## config.mk

```make
export PLATFORM = sky130hd
export DESIGN_NAME = timer_counter_control
export DESIGN_NICKNAME = d
export VERILOG_FILES = /design/src/shared/timer_pkg.sv /design/src/shared/chan_if.sv /design/src/rtl/channel_unit.sv /design/src/rtl/timer_counter_control.sv
export SDC_FILE = /design/constraint.sdc
export NUM_CORES = 1
export LEC_CHECK = 0
export ABC_CLOCK_PERIOD_IN_PS = 3700
export BUFFER_PORTS_ARGS = -buffer_cell sky130_fd_sc_hd__buf_2
export CAP_MARGIN = 15
export CORE_ASPECT_RATIO = 0.8
export CORE_MARGIN = 10
export CORE_UTILIZATION = 30
export CTS_CLUSTER_DIAMETER = 120
export DETAILED_ROUTE_END_ITERATION = 12
export PLACE_DENSITY_LB_ADDON = 0.3
export SYNTH_ARGS = -nofsm -noshare
export SYNTH_HDL_FRONTEND = slang
export SYNTH_SLANG_ARGS = --single-unit
```

## constraint.sdc

```tcl
create_clock -name clk -period 3.7 [get_ports clk]
set_input_delay 0.185 -clock clk [delete_from_list [all_inputs] [get_ports clk]]
set_output_delay 0.185 -clock clk [all_outputs]
set_load 0.05 [all_outputs]
```

## src/shared/timer_pkg.sv

```systemverilog
// constants, register map and types shared by the timer block
package timer_pkg;
  localparam int NUM_CH = 6;
  localparam int CH_STRIDE = 3;
  // word indexes; byte address is four times the index
  localparam logic [5:0] IDX_STATUS = 6'h20;
  localparam logic [5:0] IDX_ROUTE = 6'h21;
  localparam logic [5:0] IDX_CNT_H = 6'h22;
  localparam logic [5:0] IDX_CNT_L = 6'h23;
  localparam logic [5:0] IDX_MOD_H = 6'h24;
  localparam logic [5:0] IDX_MOD_L = 6'h25;
  localparam logic [5:0] IDX_CH0 = 6'h26;
  localparam logic [5:0] IDX_CH1 = 6'h29;
  localparam logic [5:0] IDX_CH2 = 6'h2c;
  // status/control bits
  localparam int ST_FLAG = 7;
  localparam int ST_IRQ_EN = 6;
  localparam int ST_HALT = 5;
  localparam int ST_CLR = 4;
  // channel control bits
  localparam int CH_FLAG = 7;
  localparam int CH_IE = 6;
  localparam int CH_MSB = 5;
  localparam int CH_MSA = 4;
  localparam int CH_ELS_HI = 3;
  localparam int CH_ELS_LO = 2;
  localparam int CH_TOV = 1;
  localparam int CH_MAX = 0;
  localparam logic [7:0] CH_WMASK_EVEN = 8'h7f;
  localparam logic [7:0] CH_WMASK_ODD = 8'h5f;
  localparam logic [7:0] CH_RESET = 8'h00;
  localparam logic [15:0] MOD_RESET = 16'hffff;
  localparam logic [2:0] PS_RESET = 3'h0;
  localparam logic [2:0] PS_EXT = 3'h7;
  typedef enum logic [1:0] {
    MODE_PORT = 2'b00,
    MODE_CAPTURE = 2'b01,
    MODE_COMPARE = 2'b10
  } chan_mode_e;
endpackage

```

## src/shared/chan_if.sv

```systemverilog
// link between the timer core and one capture/compare channel
interface chan_if;
  logic [15:0] count;
  logic [15:0] value;
  logic [7:0] ctl;
  logic tick;
  logic wrap;
  logic hold;
  logic disable_ch;
  logic pin_in;
  logic event_pulse;
  logic capture;
  logic pin_out;
  logic pin_oe;
  modport core (output count, value, ctl, tick, wrap, hold, disable_ch,
    pin_in, input event_pulse, capture, pin_out, pin_oe);
  modport unit (input count, value, ctl, tick, wrap, hold, disable_ch,
    pin_in, output event_pulse, capture, pin_out, pin_oe);
endinterface

```

## src/rtl/channel_unit.sv

```systemverilog
// one capture/compare channel: mode decode, edge detect, output pin
module channel_unit (
  input wire logic clk,
  input wire logic reset_n,
  chan_if.unit ch
);
  timer_pkg::chan_mode_e mode;
  logic [1:0] els;
  logic pin_d_r;
  logic max_r;
  logic rise;
  logic fall;
  logic cmp_hit;

  assign els = {ch.ctl[timer_pkg::CH_ELS_HI], ch.ctl[timer_pkg::CH_ELS_LO]};

  always_comb begin
    if (els == 2'b00 || ch.disable_ch) begin
      mode = timer_pkg::MODE_PORT;
    end else if (ch.ctl[timer_pkg::CH_MSB] || ch.ctl[timer_pkg::CH_MSA]) begin
      mode = timer_pkg::MODE_COMPARE;
    end else begin
      mode = timer_pkg::MODE_CAPTURE;
    end
  end

  assign rise = ch.pin_in & ~pin_d_r;
  assign fall = ~ch.pin_in & pin_d_r;
  // capture on the selected edge(s)
  assign ch.capture = (mode == timer_pkg::MODE_CAPTURE) & ~ch.hold &
    ((els[0] & rise) | (els[1] & fall));
  assign cmp_hit = (mode == timer_pkg::MODE_COMPARE) & ~ch.hold & ch.tick &
    (ch.count == ch.value);
  assign ch.event_pulse = ch.capture | cmp_hit;

  always_ff @(posedge clk) begin
    if (!reset_n) begin
      pin_d_r <= 1'b0;
    end else begin
      pin_d_r <= ch.pin_in;
    end
  end

  // full-duty request only sampled at the period boundary
  always_ff @(posedge clk) begin
    if (!reset_n) begin
      max_r <= 1'b0;
    end else if (ch.wrap) begin
      max_r <= ch.ctl[timer_pkg::CH_MAX];
    end
  end

  always_ff @(posedge clk) begin
    if (!reset_n) begin
      ch.pin_out <= 1'b0;
      ch.pin_oe <= 1'b0;
    end else begin
      ch.pin_oe <= (mode == timer_pkg::MODE_COMPARE);
      case (mode)
        timer_pkg::MODE_PORT: begin
          ch.pin_out <= ~ch.ctl[timer_pkg::CH_MSA]; // preset level
        end
        timer_pkg::MODE_COMPARE: begin
          if (max_r && !ch.ctl[timer_pkg::CH_TOV]) begin
            ch.pin_out <= (els == 2'b10);
          end else if (ch.wrap && ch.ctl[timer_pkg::CH_TOV]) begin
            ch.pin_out <= ~ch.pin_out; // overflow wins
          end else if (cmp_hit) begin
            case (els)
              2'b01: ch.pin_out <= ~ch.pin_out;
              2'b10: ch.pin_out <= 1'b0;
              2'b11: ch.pin_out <= 1'b1;
              default: ch.pin_out <= ch.pin_out;
            endcase
          end
        end
        default: begin
          ch.pin_out <= ch.pin_out;
        end
      endcase
    end
  end
endmodule

```

## src/rtl/timer_counter_control.sv

```systemverilog
// timer core: APB registers, prescaler, 16-bit counter, six channels
//
// Register access over APB was decided locally.
module timer_counter_control #(
  parameter int NUM_CH = timer_pkg::NUM_CH
) (
  input wire logic clk,
  input wire logic reset_n,
  input wire logic psel,
  input wire logic penable,
  input wire logic pwrite,
  input wire logic [7:0] paddr,
  input wire logic [31:0] pwdata,
  input wire logic [3:0] pstrb,
  output logic [31:0] prdata,
  output logic pready,
  output logic pslverr,
  input wire logic ext_count_clock_pin,
  output logic ext_clk_input_force,
  input wire logic [NUM_CH-1:0] ch_pin_in,
  output logic [NUM_CH-1:0] ch_pin_out,
  output logic [NUM_CH-1:0] ch_pin_oe,
  output logic overflow_irq,
  output logic [NUM_CH-1:0] ch_irq,
  output logic [NUM_CH-1:0] ch_dma_req
);
  // channel register index: kind 0 control, 1 value high, 2 value low
  function automatic logic [5:0] ch_index(input int k, input int kind);
    ch_index = timer_pkg::IDX_CH0 + 6'(timer_pkg::CH_STRIDE * k + kind);
  endfunction

  // mask of prescaler bits that must all be one for a tick
  function automatic logic [5:0] div_mask(input logic [2:0] sel);
    div_mask = 6'((7'h01 << sel) - 7'h01);
  endfunction

  logic [5:0] idx;
  logic mapped;
  logic setup;
  logic rd_go;
  logic wr_go;
  logic [7:0] rd_data;
  logic [7:0] wd;
  logic pready_r;
  logic pslverr_r;
  logic [31:0] prdata_r;

  logic flag_r;
  logic irq_en_r;
  logic halt_r;
  logic [2:0] ps_r;
  logic flag_arm_r;
  logic irq_r;
  logic [NUM_CH-1:0] route_r;
  logic [15:0] count_r;
  logic [5:0] pre_r;
  logic [7:0] low_buf_r;
  logic low_latched_r;
  logic [15:0] mod_r;
  logic mod_inhibit_r;
  logic ext_s1_r;
  logic ext_s2_r;
  logic ext_d_r;
  logic ext_force_r;

  logic clr_cmd;
  logic tick;
  logic wrap;
  logic [7:0] ctl_rd [NUM_CH];
  logic [15:0] val_rd [NUM_CH];

  chan_if chif [NUM_CH] ();

  assign idx = paddr[7:2];
  assign setup = psel & ~penable & ~pready_r;
  assign wd = pwdata[7:0];

  always_comb begin
    mapped = (paddr[1:0] == 2'b00) &&
      (idx >= timer_pkg::IDX_STATUS) && (idx <= ch_index(NUM_CH - 1, 2));
  end

  assign rd_go = setup & ~pwrite & mapped;
  assign wr_go = psel & penable & pready_r & pwrite & mapped & pstrb[0];

  // read mux; reserved bits and undefined positions read zero
  always_comb begin
    rd_data = 8'h00;
    case (idx)
      timer_pkg::IDX_STATUS: begin
        rd_data[timer_pkg::ST_FLAG] = flag_r;
        rd_data[timer_pkg::ST_IRQ_EN] = irq_en_r;
        rd_data[timer_pkg::ST_HALT] = halt_r;
        rd_data[2:0] = ps_r; // clear bit reads zero
      end
      timer_pkg::IDX_ROUTE: rd_data = 8'(route_r);
      timer_pkg::IDX_CNT_H: rd_data = count_r[15:8];
      timer_pkg::IDX_CNT_L: begin
        rd_data = low_latched_r ? low_buf_r : count_r[7:0];
      end
      timer_pkg::IDX_MOD_H: rd_data = mod_r[15:8];
      timer_pkg::IDX_MOD_L: rd_data = mod_r[7:0];
      default: begin
        for (int k = 0; k < NUM_CH; k++) begin
          if (idx == ch_index(k, 0)) rd_data = ctl_rd[k];
          if (idx == ch_index(k, 1)) rd_data = val_rd[k][15:8];
          if (idx == ch_index(k, 2)) rd_data = val_rd[k][7:0];
        end
      end
    endcase
  end

  // APB slave: answer in the cycle after setup, no further waits
  always_ff @(posedge clk) begin
    if (!reset_n) begin
      pready_r <= 1'b0;
      pslverr_r <= 1'b0;
      prdata_r <= 32'h0000_0000;
    end else if (setup) begin
      pready_r <= 1'b1;
      pslverr_r <= ~mapped;
      prdata_r <= (pwrite || !mapped) ? 32'h0000_0000 : {24'h000000, rd_data};
    end else begin
      pready_r <= 1'b0;
      pslverr_r <= 1'b0;
    end
  end

  assign pready = pready_r;
  assign pslverr = pslverr_r;
  assign prdata = prdata_r;

  // status/control register
  assign clr_cmd = wr_go & (idx == timer_pkg::IDX_STATUS) &
    wd[timer_pkg::ST_CLR]; // write-only pulse, never stored

  always_ff @(posedge clk) begin
    if (!reset_n) begin
      irq_en_r <= 1'b0;
      halt_r <= 1'b1;
      ps_r <= timer_pkg::PS_RESET;
    end else if (wr_go && idx == timer_pkg::IDX_STATUS) begin
      irq_en_r <= wd[timer_pkg::ST_IRQ_EN];
      halt_r <= wd[timer_pkg::ST_HALT];
      ps_r <= wd[2:0];
    end
  end

  // overflow flag: set wins over clear, clear needs a prior armed read
  always_ff @(posedge clk) begin
    if (!reset_n) begin
      flag_r <= 1'b0;
      flag_arm_r <= 1'b0;
    end else begin
      if (wrap && !mod_inhibit_r) begin
        flag_r <= 1'b1;
        flag_arm_r <= 1'b0; // a new overflow voids the pending read
      end else if (rd_go && idx == timer_pkg::IDX_STATUS && flag_r) begin
        flag_arm_r <= 1'b1;
      end else if (wr_go && idx == timer_pkg::IDX_STATUS) begin
        if (flag_arm_r && !wd[timer_pkg::ST_FLAG]) begin
          flag_r <= 1'b0;
        end
        flag_arm_r <= 1'b0;
      end
    end
  end

  always_ff @(posedge clk) begin
    if (!reset_n) begin
      irq_r <= 1'b0;
    end else begin
      irq_r <= flag_r & irq_en_r & ~mod_inhibit_r;
    end
  end
  assign overflow_irq = irq_r;

  always_ff @(posedge clk) begin
    if (!reset_n) begin
      route_r <= '0;
    end else if (wr_go && idx == timer_pkg::IDX_ROUTE) begin
      route_r <= wd[NUM_CH-1:0];
    end
  end

  // external pin: synchronise and count rising edges
  always_ff @(posedge clk) begin
    if (!reset_n) begin
      ext_s1_r <= 1'b0;
      ext_s2_r <= 1'b0;
      ext_d_r <= 1'b0;
      ext_force_r <= 1'b0;
    end else begin
      ext_s1_r <= ext_count_clock_pin;
      ext_s2_r <= ext_s1_r;
      ext_d_r <= ext_s2_r;
      ext_force_r <= (ps_r == timer_pkg::PS_EXT);
    end
  end
  assign ext_clk_input_force = ext_force_r;

  // counter tick from divided bus clock or pin edge
  always_comb begin
    if (ps_r == timer_pkg::PS_EXT) begin
      tick = ext_s2_r & ~ext_d_r;
    end else begin
      tick = ((pre_r & div_mask(ps_r)) == div_mask(ps_r));
    end
  end

  assign wrap = ~halt_r & ~clr_cmd & tick & (count_r == mod_r);

  always_ff @(posedge clk) begin
    if (!reset_n) begin
      pre_r <= 6'h00;
    end else if (clr_cmd) begin
      pre_r <= 6'h00;
    end else if (!halt_r) begin
      pre_r <= pre_r + 6'h01;
    end
  end

  always_ff @(posedge clk) begin
    if (!reset_n) begin
      count_r <= 16'h0000;
    end else if (clr_cmd) begin
      count_r <= 16'h0000;
    end else if (!halt_r && tick) begin
      count_r <= wrap ? 16'h0000 : count_r + 16'h0001;
    end
  end

  // coherent 16-bit read: high read latches low byte
  always_ff @(posedge clk) begin
    if (!reset_n) begin
      low_buf_r <= 8'h00;
      low_latched_r <= 1'b0;
    end else if (rd_go && idx == timer_pkg::IDX_CNT_H && !low_latched_r) begin
      low_buf_r <= count_r[7:0];
      low_latched_r <= 1'b1;
    end else if (rd_go && idx == timer_pkg::IDX_CNT_L) begin
      low_latched_r <= 1'b0;
    end
  end

  // wrap limit; high write blocks flag until low write
  always_ff @(posedge clk) begin
    if (!reset_n) begin
      mod_r <= timer_pkg::MOD_RESET;
      mod_inhibit_r <= 1'b0;
    end else if (wr_go && idx == timer_pkg::IDX_MOD_H) begin
      mod_r[15:8] <= wd;
      mod_inhibit_r <= 1'b1;
    end else if (wr_go && idx == timer_pkg::IDX_MOD_L) begin
      mod_r[7:0] <= wd;
      mod_inhibit_r <= 1'b0;
    end
  end

  for (genvar k = 0; k < NUM_CH; k++) begin : g_ch
    localparam logic [7:0] WMASK = (k % 2 == 1) ?
      timer_pkg::CH_WMASK_ODD : timer_pkg::CH_WMASK_EVEN;
    logic [7:0] ctl_r;
    logic [15:0] val_r;
    logic flag_r;
    logic arm_r;
    logic hold_r;
    logic irq_r;
    logic dma_r;
    logic dma_mode;
    logic low_access;
    logic capture_mode;

    assign dma_mode = ctl_r[timer_pkg::CH_IE] & route_r[k];
    assign capture_mode = ~ctl_r[timer_pkg::CH_MSB] & ~ctl_r[timer_pkg::CH_MSA];
    assign low_access = (rd_go | wr_go) & (idx == ch_index(k, 2));

    assign chif[k].count = count_r;
    assign chif[k].value = val_r;
    assign chif[k].ctl = ctl_r;
    assign chif[k].tick = ~halt_r & tick;
    assign chif[k].wrap = wrap;
    assign chif[k].hold = hold_r;
    assign chif[k].pin_in = ch_pin_in[k];
    if (k % 2 == 1) begin : g_odd
      // odd channel gives way to its buffered even partner
      assign chif[k].disable_ch = g_ch[k-1].ctl_r[timer_pkg::CH_MSB];
    end else begin : g_even
      assign chif[k].disable_ch = 1'b0;
    end

    channel_unit u_unit (
      .clk(clk),
      .reset_n(reset_n),
      .ch(chif[k])
    );

    always_ff @(posedge clk) begin
      if (!reset_n) begin
        ctl_r <= timer_pkg::CH_RESET;
      end else if (wr_go && idx == ch_index(k, 0)) begin
        ctl_r <= wd & WMASK;
      end
    end

    always_ff @(posedge clk) begin
      if (!reset_n) begin
        val_r <= 16'h0000;
      end else if (chif[k].capture) begin
        val_r <= count_r;
      end else if (wr_go && idx == ch_index(k, 1)) begin
        val_r[15:8] <= wd;
      end else if (wr_go && idx == ch_index(k, 2)) begin
        val_r[7:0] <= wd;
      end
    end

    // high byte read holds capture, high byte write holds compare, until low byte access
    always_ff @(posedge clk) begin
      if (!reset_n) begin
        hold_r <= 1'b0;
      end else if (idx == ch_index(k, 1) &&
                   ((rd_go && capture_mode) || (wr_go && !capture_mode))) begin
        hold_r <= 1'b1;
      end else if (low_access) begin
        hold_r <= 1'b0;
      end
    end

    // channel flag: set wins; DMA mode clears on low access
    always_ff @(posedge clk) begin
      if (!reset_n) begin
        flag_r <= 1'b0;
        arm_r <= 1'b0;
      end else if (chif[k].event_pulse) begin
        flag_r <= 1'b1;
        arm_r <= 1'b0;
      end else if (dma_mode) begin
        if (low_access) flag_r <= 1'b0;
        arm_r <= 1'b0;
      end else if (rd_go && idx == ch_index(k, 0) && flag_r) begin
        arm_r <= 1'b1;
      end else if (wr_go && idx == ch_index(k, 0)) begin
        if (arm_r && !wd[timer_pkg::CH_FLAG]) flag_r <= 1'b0;
        arm_r <= 1'b0;
      end
    end

    always_ff @(posedge clk) begin
      if (!reset_n) begin
        irq_r <= 1'b0;
        dma_r <= 1'b0;
      end else begin
        irq_r <= flag_r & ctl_r[timer_pkg::CH_IE] & ~route_r[k];
        dma_r <= flag_r & dma_mode;
      end
    end

    assign ctl_rd[k] = {flag_r, ctl_r[6:0]};
    assign val_rd[k] = val_r;
    assign ch_irq[k] = irq_r;
    assign ch_dma_req[k] = dma_r;
    assign ch_pin_out[k] = chif[k].pin_out;
    assign ch_pin_oe[k] = chif[k].pin_oe;
  end
endmodule

```

# After elaboration in Yosys (flattened, before gate mapping)
# Index checks and enable logic that the tools add are counted.
op_classes:
  n_eq_ne: 94
  magnitude_cmp: 2
  shifts: 1
  n_mux: 156
  bitwise: 168
  addsub: 3
  reduce_logical: 196
ops:
  columns: ["cell", "n"]
  rows:
  - ["2-to-1 mux 8 bit", 38]
  - ["equality test 6 bit (second input constant)", 24]
  - ["equality test 16 bit", 7]
  - ["2-to-1 mux 16 bit", 7]
  - ["AND 1 bit", 105]
  - ["2-to-1 mux 1 bit", 84]
  - ["logical AND 1 bit", 80]
  - ["nonzero test 2 bit", 35]
  - ["NOT 1 bit", 49]
  - ["equality test 2 bit (second input constant)", 18]
  - ["inequality test 6 bit (second input constant)", 6]
  - ["case mux 3 bit (6 select lines)", 2]
  - ["nonzero test 3 bit", 12]
  - ["logical NOT 2 bit", 13]
  - ["equality test 2 x 1 -> 1 bit (second input constant)", 12]
  - ["2-to-1 mux 2 bit", 12]
  - ["inequality test 4 x 3 -> 1 bit (second input constant)", 6]
  - ["AND reduction 4 bit", 6]
  - ["AND reduction 3 bit", 7]
  - ["inequality test 3 x 2 -> 1 bit (second input constant)", 6]
  - ["inequality test 3 bit (second input constant)", 6]
  - ["case mux 1 bit (3 select lines)", 6]
  - ["OR reduction 3 bit", 6]
  - ["adder 16 x 1 -> 16 bit (second input constant)", 1]
  - ["17 further kinds", 72]
totals:
  out_inout_bits: 60
  word_cells: 713
  ff_bits: 289

# Longest topological paths before layout
# Gate-level depths: netlist of run 1.
depth:
  ltp_word: 21
  ltp_mapped: 11
  ltp_nobuf: 7

# Hierarchy
# Synthesis of run 1 repeated with hierarchy kept, for this count alone.
hier_totals:
  cells_unflattened: 1855
  area_unflattened_um2: 16070.4
by_module_without_submodules:
  columns: ["module", "seq_area_each_um2", "instances", "cells_per_inst", "area_each_um2"]
  rows:
  - ["timer_counter_control", 4824.6, 1, 1519, 13247.7]
  - ["channel_unit", 80.1, 6, 56, 470.5]

# Worst setup path after synthesis of run 1
# OpenSTA, ideal clock, no wires.
synth_path:
  path_kind: "register to register"
  startpoint: "register pready_r (netlist: pready)"
  endpoint: "register g_ch[2].flag_r"
  arrival_time_ps: 2271
  path_stages_with_launch: 8
  setup_time_ps: 134
  path_slack_ps: 1295
  period_less_slack_ps: 2405
  path_buffers: 1
  cell_sequence: "dfxtp_1 > and4_1 > nand4_1 > buf_2 > nor3_1 > nand4b_1 > o211ai_1 > a31oi_1"
synth_via:
  elab_chain_cells: 8
  elab_cells_between_ends: 17
synth_rtl:
  columns: ["element", "line_no", "text"]
  rows:
  - ["from (decl)", "timer_counter_control.sv:44", "logic pready_r;"]
  - ["from (signal assigned)", "timer_counter_control.sv:116", "pready_r <= 1'b0;"]
  - ["from (signal assigned)", "timer_counter_control.sv:120", "pready_r <= 1'b1;"]
  - ["from (signal assigned)", "timer_counter_control.sv:124", "pready_r <= 1'b0;"]
  - ["AND 1 bit or NOT 1 bit (tied branches)", "timer_counter_control.sv:84, timer_counter_control.sv:75", null]
  - ["AND 1 bit (on tied branches)", "timer_counter_control.sv:84, timer_counter_control.sv:75", null]
  - ["AND 1 bit (on tied branches) (2 in series)", "timer_counter_control.sv:84, timer_counter_control.sv:83", null]
  - ["OR 1 bit or logical AND 1 bit (tied branches)", "timer_counter_control.sv:276, timer_counter_control.sv:341", null]
  - ["AND 1 bit or logical AND 1 bit (tied branches)", "timer_counter_control.sv:276, timer_counter_control.sv:341", null]
  - ["inequality test 3 x 2 -> 1 bit (no line) or inequality test 3 bit (tied branches)", null, null]
  - ["AND reduction 4 bit (no line) (*)", null, null]
  - ["to (signal assigned)", "timer_counter_control.sv:333", "flag_r <= 1'b0;"]
  - ["to (signal assigned)", "timer_counter_control.sv:336", "flag_r <= 1'b1;"]
  - ["to (signal assigned)", "timer_counter_control.sv:339", "if (low_access) flag_r <= 1'b0;"]
  - ["to (decl)", "timer_counter_control.sv:265", "logic flag_r;"]
# Every way passes the cells marked *; elsewhere a longest branch is shown, timed or not.
# A chain may end at the register's enable or synchronous reset.

# Worst setup path in the final report of run 1
layout_path:
  startpoint: "register ps_r[0]"
  endpoint: "register count_r[15] (netlist: chif[0].count[15])"
layout_via:
  elab_chain_cells: 8
  elab_cells_between_ends: 10
layout_rtl:
  columns: ["element", "line_no", "text"]
  rows:
  - ["from (decl)", "timer_counter_control.sv:51", "logic [2:0] ps_r;"]
  - ["from (signal assigned)", "timer_counter_control.sv:141", "ps_r <= timer_pkg::PS_RESET;"]
  - ["from (signal assigned)", "timer_counter_control.sv:145", "ps_r <= wd[2:0];"]
  - ["left shift 1 x 3 -> 6 bit", "timer_counter_control.sv:34", "div_mask = 6'((7'h01 << sel) - 7'h01);"]
  - ["subtractor 6 x 1 -> 6 bit", "timer_counter_control.sv:34", null]
  - ["AND 6 bit", "timer_counter_control.sv:207", "tick = ((pre_r & div_mask(ps_r)) == div_mask(ps_r));"]
  - ["equality test 6 bit", "timer_counter_control.sv:207", null]
  - ["2-to-1 mux 1 bit (*)", "timer_counter_control.sv:204", "if (ps_r == timer_pkg::PS_EXT) begin"]
  - ["AND 1 bit (2 in series)", "timer_counter_control.sv:211", "assign wrap = ~halt_r & ~clr_cmd & tick & (count_r == mod_r);"]
  - ["2-to-1 mux 16 bit", "timer_counter_control.sv:229", "count_r <= wrap ? 16'h0000 : count_r + 16'h0001;"]
  - ["to (signal assigned)", "timer_counter_control.sv:229", null]
  - ["to (decl)", "timer_counter_control.sv:55", "logic [15:0] count_r;"]
# Marks and branches as above.

==> impl_metrics.ini, run 1 <==
[timing]
hold_slack_ns = 0.103
tightest_slew_ns = 1.18
period_share_pct = 80.3
rsz0062_at_grt = false
tns_ns = 0
fin_ws_ns = 0.729
setup_viol_count_final = 0
slew-limit-headroom_pct = 20.6
slew_viol_final = 0
fin_worst_skew_ns = 0.0259
fmaxAchievable_ghz = 0.337
min_period_ns = 2.97
finalHoldViolCount = 0

[power_and_ir_drop]
power_mw = 6.30
power_density_mw_per_mm2 = 365
peakVddDrop_mv = 0.293
p_leak_nw = 6.50

[cts]
cts-root-buf = clkbuf_16
post_cts_buffers = 0
clock_path_buffers = 3
cts_resized = 0
cts_hold_buffers = 9
clkLatencyLatePin_ns = 0.59
path_clk_slew_ns = 0.07
cts_buffers = 27
cts_tree = done
clock_sinks = 265
h-tree-depth = 1

[synthesis]
netlist_area_mm2 = 0.0154
synth_top_area_cell = dfxtp_1
synth_edf_count = 0
synth.most_common_cell = dfxtp_1
synth_area_per_cell_um2 = 8.17
yosysWarningCount = 0
synth-async-reset-ratio_pct = 0
seq_area_frac_synth_pct = 34.5
synth_cell_types = 94
postSynthCellCount = 1880
ys.flop_type = dfxtp_1
synth.top_cells.by_area = dfxtp_1, mux2i_1, nor2_1, xor2_1, a211oi_1
synth.top_cell.area_share_pct = 34.5
ys_seq_elements = 265
synth_commonest_cells = dfxtp_1, nor2_1, nand2_1

[worst_hold_path]
hp-class = in2reg

[floorplan]
die_area_mm2 = 0.0607
start_util_pct = 30.2
die_width_um = 273
core_mm2 = 0.0508
ios = 116
num_rows = 74
dieHeight_um = 222

[global_routing]
grtUsageMet2_pct = 29.2
grt_pass1_vias = 13600
groute.usage.overall_pct = 20.1
antenna_found_initial = 1
grt_use_met3_pct = 4.25
overflow = 0
grt_pass1_wl_um = 93700
grt_max_degree = 80
top_usage_layer = met1
gr-usage-met1_pct = 29.2

[setup_path]
worstPathArrival_ns = 3.41
cp_max_fo = 18
cpPeakStageDelay_ns = 0.56
crit_type = reg2reg
worst_setup_path_start_kind = flip-flop
slowest_stage = or2_1
cp-end-kind = flip-flop
required_ns = 4.14
path_delay_family = simple AND/OR/NAND/NOR gates
crit_buf_inv = 1
path_cells = a21boi_0 > a2bb2oi_1 > or2_0 > nor4_4 > buf_4 > or2_1 > nor2_1

[cells_and_area]
syn_to_final_growth_pct = 12.5
multiInputGateArea_mm2 = 0.00905
drive_gt1_share_pct = 12.2
regArea_mm2 = 0.00531
n_fill_cell = 5326
fin_nets = 1939

[route]
first_iter_violations = 1535
routed_wl_um = 64200
wire_per_inst_um = 24.8
dr.pass1.iters = 7
drt_drc_violations_left = 0
antenna_left = 0
num_vias = 14800
via_per_inst = 5.72

[place]
gp_congestion = 0.996
pre_cts_ws_ns = 0.398
portBuffers = 64
hpwl_um = 44200

[job]
maxCapViolCount = 0

[run_status]
status = finished, final reports clean
## cell families (layout without fill, tap and decap cells)
kind of cell,after synthesis,count (layout),synth area share [%]
mux,161,161,10.7
buf+inv,225,224,7.11
xor+xnor,133,133,7.59
simple gates,681,681,21.8
flops,265,265,34.5
other cells,1,25,0.0244
fa+ha+maj,2,2,0.163
compound gates,412,412,18.0
## routing by layer
metal  part of all wire (%)  vias to the layer above
met4                    3.1                        0
met3                     10                      128
met1                     45                     7250
met2                     41                      778
li1                       -                     6642
met5                      0                        -
## placed cells by master, fill, tap and decap left out, types with 24 or more instances in the layout
master	instances
nand2_1	168
nor4_1	25
a211oi_1	98
a21oi_1	91
buf_2	64
xor2_1	85
conb_1	24
nor2_1	253
dfxtp_1	265
mux2i_1	153
nand3_1	49
clkbuf_16	27
o21ai_0	71
xnor2_1	48
buf_4	72
## area by class of cell
type / count / share of cell area [%]
Antenna cell: 1 / 0.0145
Clock buffer: 35 / 4.43
Tap cell: 684 / 4.95
Sequential cell: 265 / 30.7
Clock inverter: 15 / 0.985
Multi-Input combinational cell: 1413 / 52.4
Timing Repair Buffer: 148 / 5.94
Inverter: 26 / 0.594
## through the flow
step,utilization (%),std cells,cell area [um2]
detailed placement,31.9,2525,16200
floorplan,-,1903,15400
CTS,33.9,2584,17200
global placement,31.9,2525,16200
global route,34.0,2587,17300
finish,34.0,2587,17300
## worst reg2reg max path: stages (launching register included)
cell and delay [ns]:
dfxtp_1 0.53, a21boi_0 0.15, a2bb2oi_1 0.18, or2_0 0.52
nor4_4 0.40, buf_4 0.37, or2_1 0.56, nor2_1 0.12
## power by group
| part | switching, mW | total (mW) | internal, mW |
|---|---|---|---|
| Clock | 1.31 | 2.99 | 1.68 |
| Sequential | 0.00572 | 2.87 | 2.86 |
| Combinational | 0.349 | 0.443 | 0.0937 |
## sequential cells by signal, summed over array words and instances, names as in the netlist, 8 cells and up
name,flops
chif.count,16
chif.ctl,39
chif.value,96
low_buf_r,8
mod_r,16
prdata,8
## final timing paths
path / start / cells after the start / slack, ns / endpoint
max: ps_r[0]$_SDFFE_PN0P_ / 7 / 0.73 / chif[0].count[15]$_SDFFE_PP0P_
min: reset_n / 3 / 0.10 / g_ch[0].arm_r$_SDFFE_PP0P_
max reg2reg: ps_r[0]$_SDFFE_PN0P_ / 7 / 0.73 / chif[0].count[15]$_SDFFE_PP0P_
min reg2reg: ext_s1_r$_SDFF_PN0_ / 1 / 0.44 / ext_s2_r$_SDFF_PN0_
Note: power is estimated with default switching activity, not from simulation.
==> inputs of run 2 (changes only) <==
ABC_CLOCK_PERIOD_IN_PS = 2670   (was 3700)
clock period = 2.67 ns   (was 3.7 ns; I/O delays follow)
==> impl_metrics.ini, run 2 (synthesis results as in run 1) <==
[run_status]
status = finished, final reports clean

[timing]
hold_slack_ns = 0.0821
finalHoldViolCount = 0
fin_ws_ns = 0.110
fin_worst_skew_ns = 0.0119
rsz0062_at_grt = false
tightest_slew_ns = 1.09
tns_ns = 0
setup_viol_count_final = 0
slew-limit-headroom_pct = 27.0
slew_viol_final = 0
fmaxAchievable_ghz = 0.391
min_period_ns = 2.56
period_share_pct = 95.9

[cells_and_area]
n_antenna_cell = 0
fin_area_mm2 = 0.0180
regArea_mm2 = 0.00531
syn_to_final_growth_pct = 17.1
final_cell_mix = dfxtp_1, nor2_1, nand2_1
n_fill_cell = 5288
fin_nets = 2018
finalNonFillerCells = 2665
drive_gt1_share_pct = 15.6
post-route-util_pct = 35.4
largest_register_ffs = 96
multiInputGateArea_mm2 = 0.00905
mostFrequentLayoutCell = dfxtp_1

[route]
routed_wl_um = 64400
drt_drc_violations_left = 0
via_per_inst = 5.59
num_vias = 14900
dr.pass1.iters = 6
first_iter_violations = 1662
antenna_left = 0
wire_per_inst_um = 24.2

[place]
dp.cells = 2604
portBuffers = 64
place_area_mm2 = 0.0169
gp_congestion = 0.978
hpwl_um = 46500
pre_cts_ws_ns = 0.200

[setup_path]
worstPathArrival_ns = 3.08
crit_type = reg2reg
cp-end-kind = flip-flop
required_ns = 3.19
worst_setup_path_start_kind = flip-flop
cp_max_fo = 9

[floorplan]
dieHeight_um = 222
core_mm2 = 0.0508
die_width_um = 273
num_rows = 74
ios = 116
die_area_mm2 = 0.0607
start_util_pct = 30.2

[cts]
cts_tree = done
cts_resized = 0
cts-root-buf = clkbuf_16
post_cts_buffers = 0
cts_hold_buffers = 11
path_clk_slew_ns = 0.06
clock_sinks = 265
clock_path_buffers = 3
clkLatencyLatePin_ns = 0.59
cts_buffers = 27
h-tree-depth = 1

[global_routing]
grt_pass1_wl_um = 95300
antenna_found_initial = 0
grt_pass1_vias = 14100
overflow = 0
grt_max_degree = 101
groute.usage.overall_pct = 20.3

[power_and_ir_drop]
peakVddDrop_mv = 0.382
p_leak_nw = 6.91
power_density_mw_per_mm2 = 490
power_mw = 8.81

[job]
maxCapViolCount = 0

[worst_hold_path]
hp-class = in2reg
[run 2: cell types whose count changed in the layout (fill, tap and decap cells not counted), sizes merged]
cell,before,now
dlygate4sd3,9,11
bufinv,3,4
diode,1,0
clkinvlp,2,5
buf,139,216
clkinv,10,9
clkbuf,35,32
[run 2: report_power, final]
group | total, mW | switching [mW] | internal [mW]
combinational | 0.643 | 0.482 | 0.161
sequential | 3.97 | 0.00864 | 3.96
clock | 4.20 | 1.82 | 2.38
total | 8.81 | 2.31 | 6.50
[run 2: final timing paths]
check,from,end,slack [ns],cells past startpoint
max,chif[0].count[8]$_SDFFE_PP0P_,g_ch[4].u_unit.ch.pin_out$_SDFFE_PN0P_,0.11,8
min reg2reg,ext_s1_r$_SDFF_PN0_,ext_s2_r$_SDFF_PN0_,0.46,1
max reg2reg,chif[0].count[8]$_SDFFE_PP0P_,g_ch[4].u_unit.ch.pin_out$_SDFFE_PN0P_,0.11,8
min,paddr[7],pslverr$_SDFF_PN0_,0.08,3
[run 2: worst max-delay path, cell delays in order (launching register included)]
cell     delay (ns)
dfxtp_1        0.57
buf_4          0.29
xnor2_1        0.14
nand4_1        0.19
or3_1          0.41
o41ai_1        0.45
a21oi_1        0.07
o22ai_1        0.16
mux2i_1        0.20
[run 2: per-layer routing]
metal	share of wire (%)	up-vias	track usage (%)
met1	46	7253	29.1
li1	-	6791	-
met4	3.1	0	5.89
met3	8.8	130	3.99
met2	43	735	30.2
met5	0	-	0
[run 2: layout make-up]
type | count | share of cell area [%]
multi-input combinational | 1413 | 50.3
sequential | 265 | 29.5
timing repair buffer | 227 | 9.50
tap | 684 | 4.76
clock buffer | 32 | 4.08
clock inverter | 18 | 1.25
inverter | 26 | 0.571
==> inputs of run 3 (changes only) <==
SETUP_SLACK_MARGIN = 0.2   (was unset)
==> impl_metrics.ini, run 3 (synthesis results as in run 1) <==
[cts]
cts_tree = done
post_cts_buffers = 0
clkLatencyLatePin_ns = 0.59
cts_buffers = 27
cts-root-buf = clkbuf_16
clock_sinks = 265
path_clk_slew_ns = 0.06
h-tree-depth = 1
clock_path_buffers = 3

[setup_path]
cp_max_fo = 9
r2r_slack_ns = 0.28
cp-end-kind = flip-flop
worst_setup_path_start_kind = flip-flop
path_delay_family = compound AO/OA/AOI/OAI gates
crit_buf_inv = 1
required_ns = 3.19
worstPathArrival_ns = 2.91
slowest_stage = dfxtp_2
path_cells = buf_4 > xnor2_1 > nand4_1 > or3_1 > o41ai_1 > a21oi_1 > o22ai_1 > mux2i_1
crit_type = reg2reg
cpPeakStageDelay_ns = 0.46

[cells_and_area]
n_fill_cell = 5285
largest_register_ffs = 96
final_cell_mix = dfxtp_1, nor2_1, nand2_1
mostFrequentLayoutCell = dfxtp_1
drive_gt1_share_pct = 16.1
fin_nets = 2018
syn_to_final_growth_pct = 17.3
n_antenna_cell = 0

[floorplan]
die_width_um = 273
dieHeight_um = 222
ios = 116
num_rows = 74
die_area_mm2 = 0.0607
core_mm2 = 0.0508
start_util_pct = 30.2

[job]
maxCapViolCount = 0

[route]
drt_drc_violations_left = 0
wire_per_inst_um = 24.1
num_vias = 14900
first_iter_violations = 1586
antenna_left = 0
dr.pass1.iters = 6
routed_wl_um = 64300
via_per_inst = 5.60

[power_and_ir_drop]
p_leak_nw = 6.92
peakVddDrop_mv = 0.381
power_mw = 8.80
power_density_mw_per_mm2 = 489

[global_routing]
grt_pass1_wl_um = 95300
overflow = 0
gr-usage-met1_pct = 29.1
grt_max_degree = 101
groute.usage.overall_pct = 20.3
top_usage_layer = met2
antenna_found_initial = 0
grtUsageMet2_pct = 30.2
grt_pass1_vias = 14100
grt_use_met3_pct = 3.99

[worst_hold_path]
hp-class = in2reg

[timing]
fmaxAchievable_ghz = 0.418
finalHoldViolCount = 0
period_share_pct = 89.5
tightest_slew_ns = 1.08
hold_slack_ns = 0.0957
slew-limit-headroom_pct = 27.7
fin_worst_skew_ns = 0.0172
min_period_ns = 2.39
slew_viol_final = 0
tns_ns = 0
setup_viol_count_final = 0
rsz0062_at_grt = true

[place]
gp_congestion = 0.978
hpwl_um = 46500
portBuffers = 64

[run_status]
status = finished, final reports clean
## run 3: cell count changes in the layout (fill, tap and decap cells not counted)
cell,before,now
or2_1,1,2
or2_0,1,0
nor4_2,1,3
nor4_1,25,23
dfxtp_2,0,6
a31oi_1,15,14
buf_4,141,139
buf_6,0,2
a31oi_2,0,1
dfxtp_1,265,259
## run 3: routing by layer
layer / up-vias / share of wire [%]
li1: 6796 / -
met3: 126 / 8.8
met1: 7253 / 45
met2: 760 / 43
met5: - / 0
met4: 0 / 3.0
## run 3: final cells by class
| type | count | area (um2) | share of cell area, % |
|---|---|---|---|
| Sequential cell | 265 | 5310 | 29.5 |
| Multi-Input combinational cell | 1413 | 9070 | 50.3 |
| Tap cell | 684 | 856 | 4.75 |
| Timing Repair Buffer | 227 | 1720 | 9.53 |
| Clock inverter | 18 | 225 | 1.25 |
| Inverter | 26 | 103 | 0.569 |
| Clock buffer | 32 | 734 | 4.08 |
## run 3: worst paths after layout
check / startpoint / endpoint / cells after the start
hold reg to reg: ext_s1_r$_SDFF_PN0_ / ext_s2_r$_SDFF_PN0_ / 1
hold / removal: paddr[7] / pslverr$_SDFF_PN0_ / 3
setup reg to reg: chif[0].count[8]$_SDFFE_PP0P_ / g_ch[4].u_unit.ch.pin_out$_SDFFE_PN0P_ / 8
setup / recovery: chif[0].count[8]$_SDFFE_PP0P_ / g_ch[4].u_unit.ch.pin_out$_SDFFE_PN0P_ / 8
## run 3: timing repair
action,in CTS,in global routing
pin swaps,0,1
resized for setup,1,11
hold buffers,11,0
endpoints found under the hold margin,8,0
endpoints found under the setup margin,2,22
## run 3: worst register-to-register path: stages (launching register included)
cell and delay, ns:
dfxtp_2 0.46, buf_4 0.26, xnor2_1 0.14, nand4_1 0.19, or3_1 0.41, o41ai_1 0.44, a21oi_1 0.07, o22ai_1 0.16
mux2i_1 0.20
## run 3: per-stage QoR
stage / util, % / std cells / area [um2] / setup slack (ns)
after floorplan: - / 1903 / 15400 / 0.265
after global placement: 33.3 / 2604 / 16900 / 0.136
after detailed placement: 33.3 / 2604 / 16900 / 0.200
after CTS: 35.4 / 2665 / 18000 / 0.218
after global routing: 35.4 / 2665 / 18000 / 0.192
final: 35.4 / 2665 / 18000 / 0.279
## run 3: power breakdown
group | internal, mW | total [mW] | switching (mW) | leakage, nW
clock network | 2.38 | 4.19 | 1.81 | 0.462
logic | 0.161 | 0.644 | 0.484 | 4.31
registers | 3.96 | 3.97 | 0.00863 | 2.14
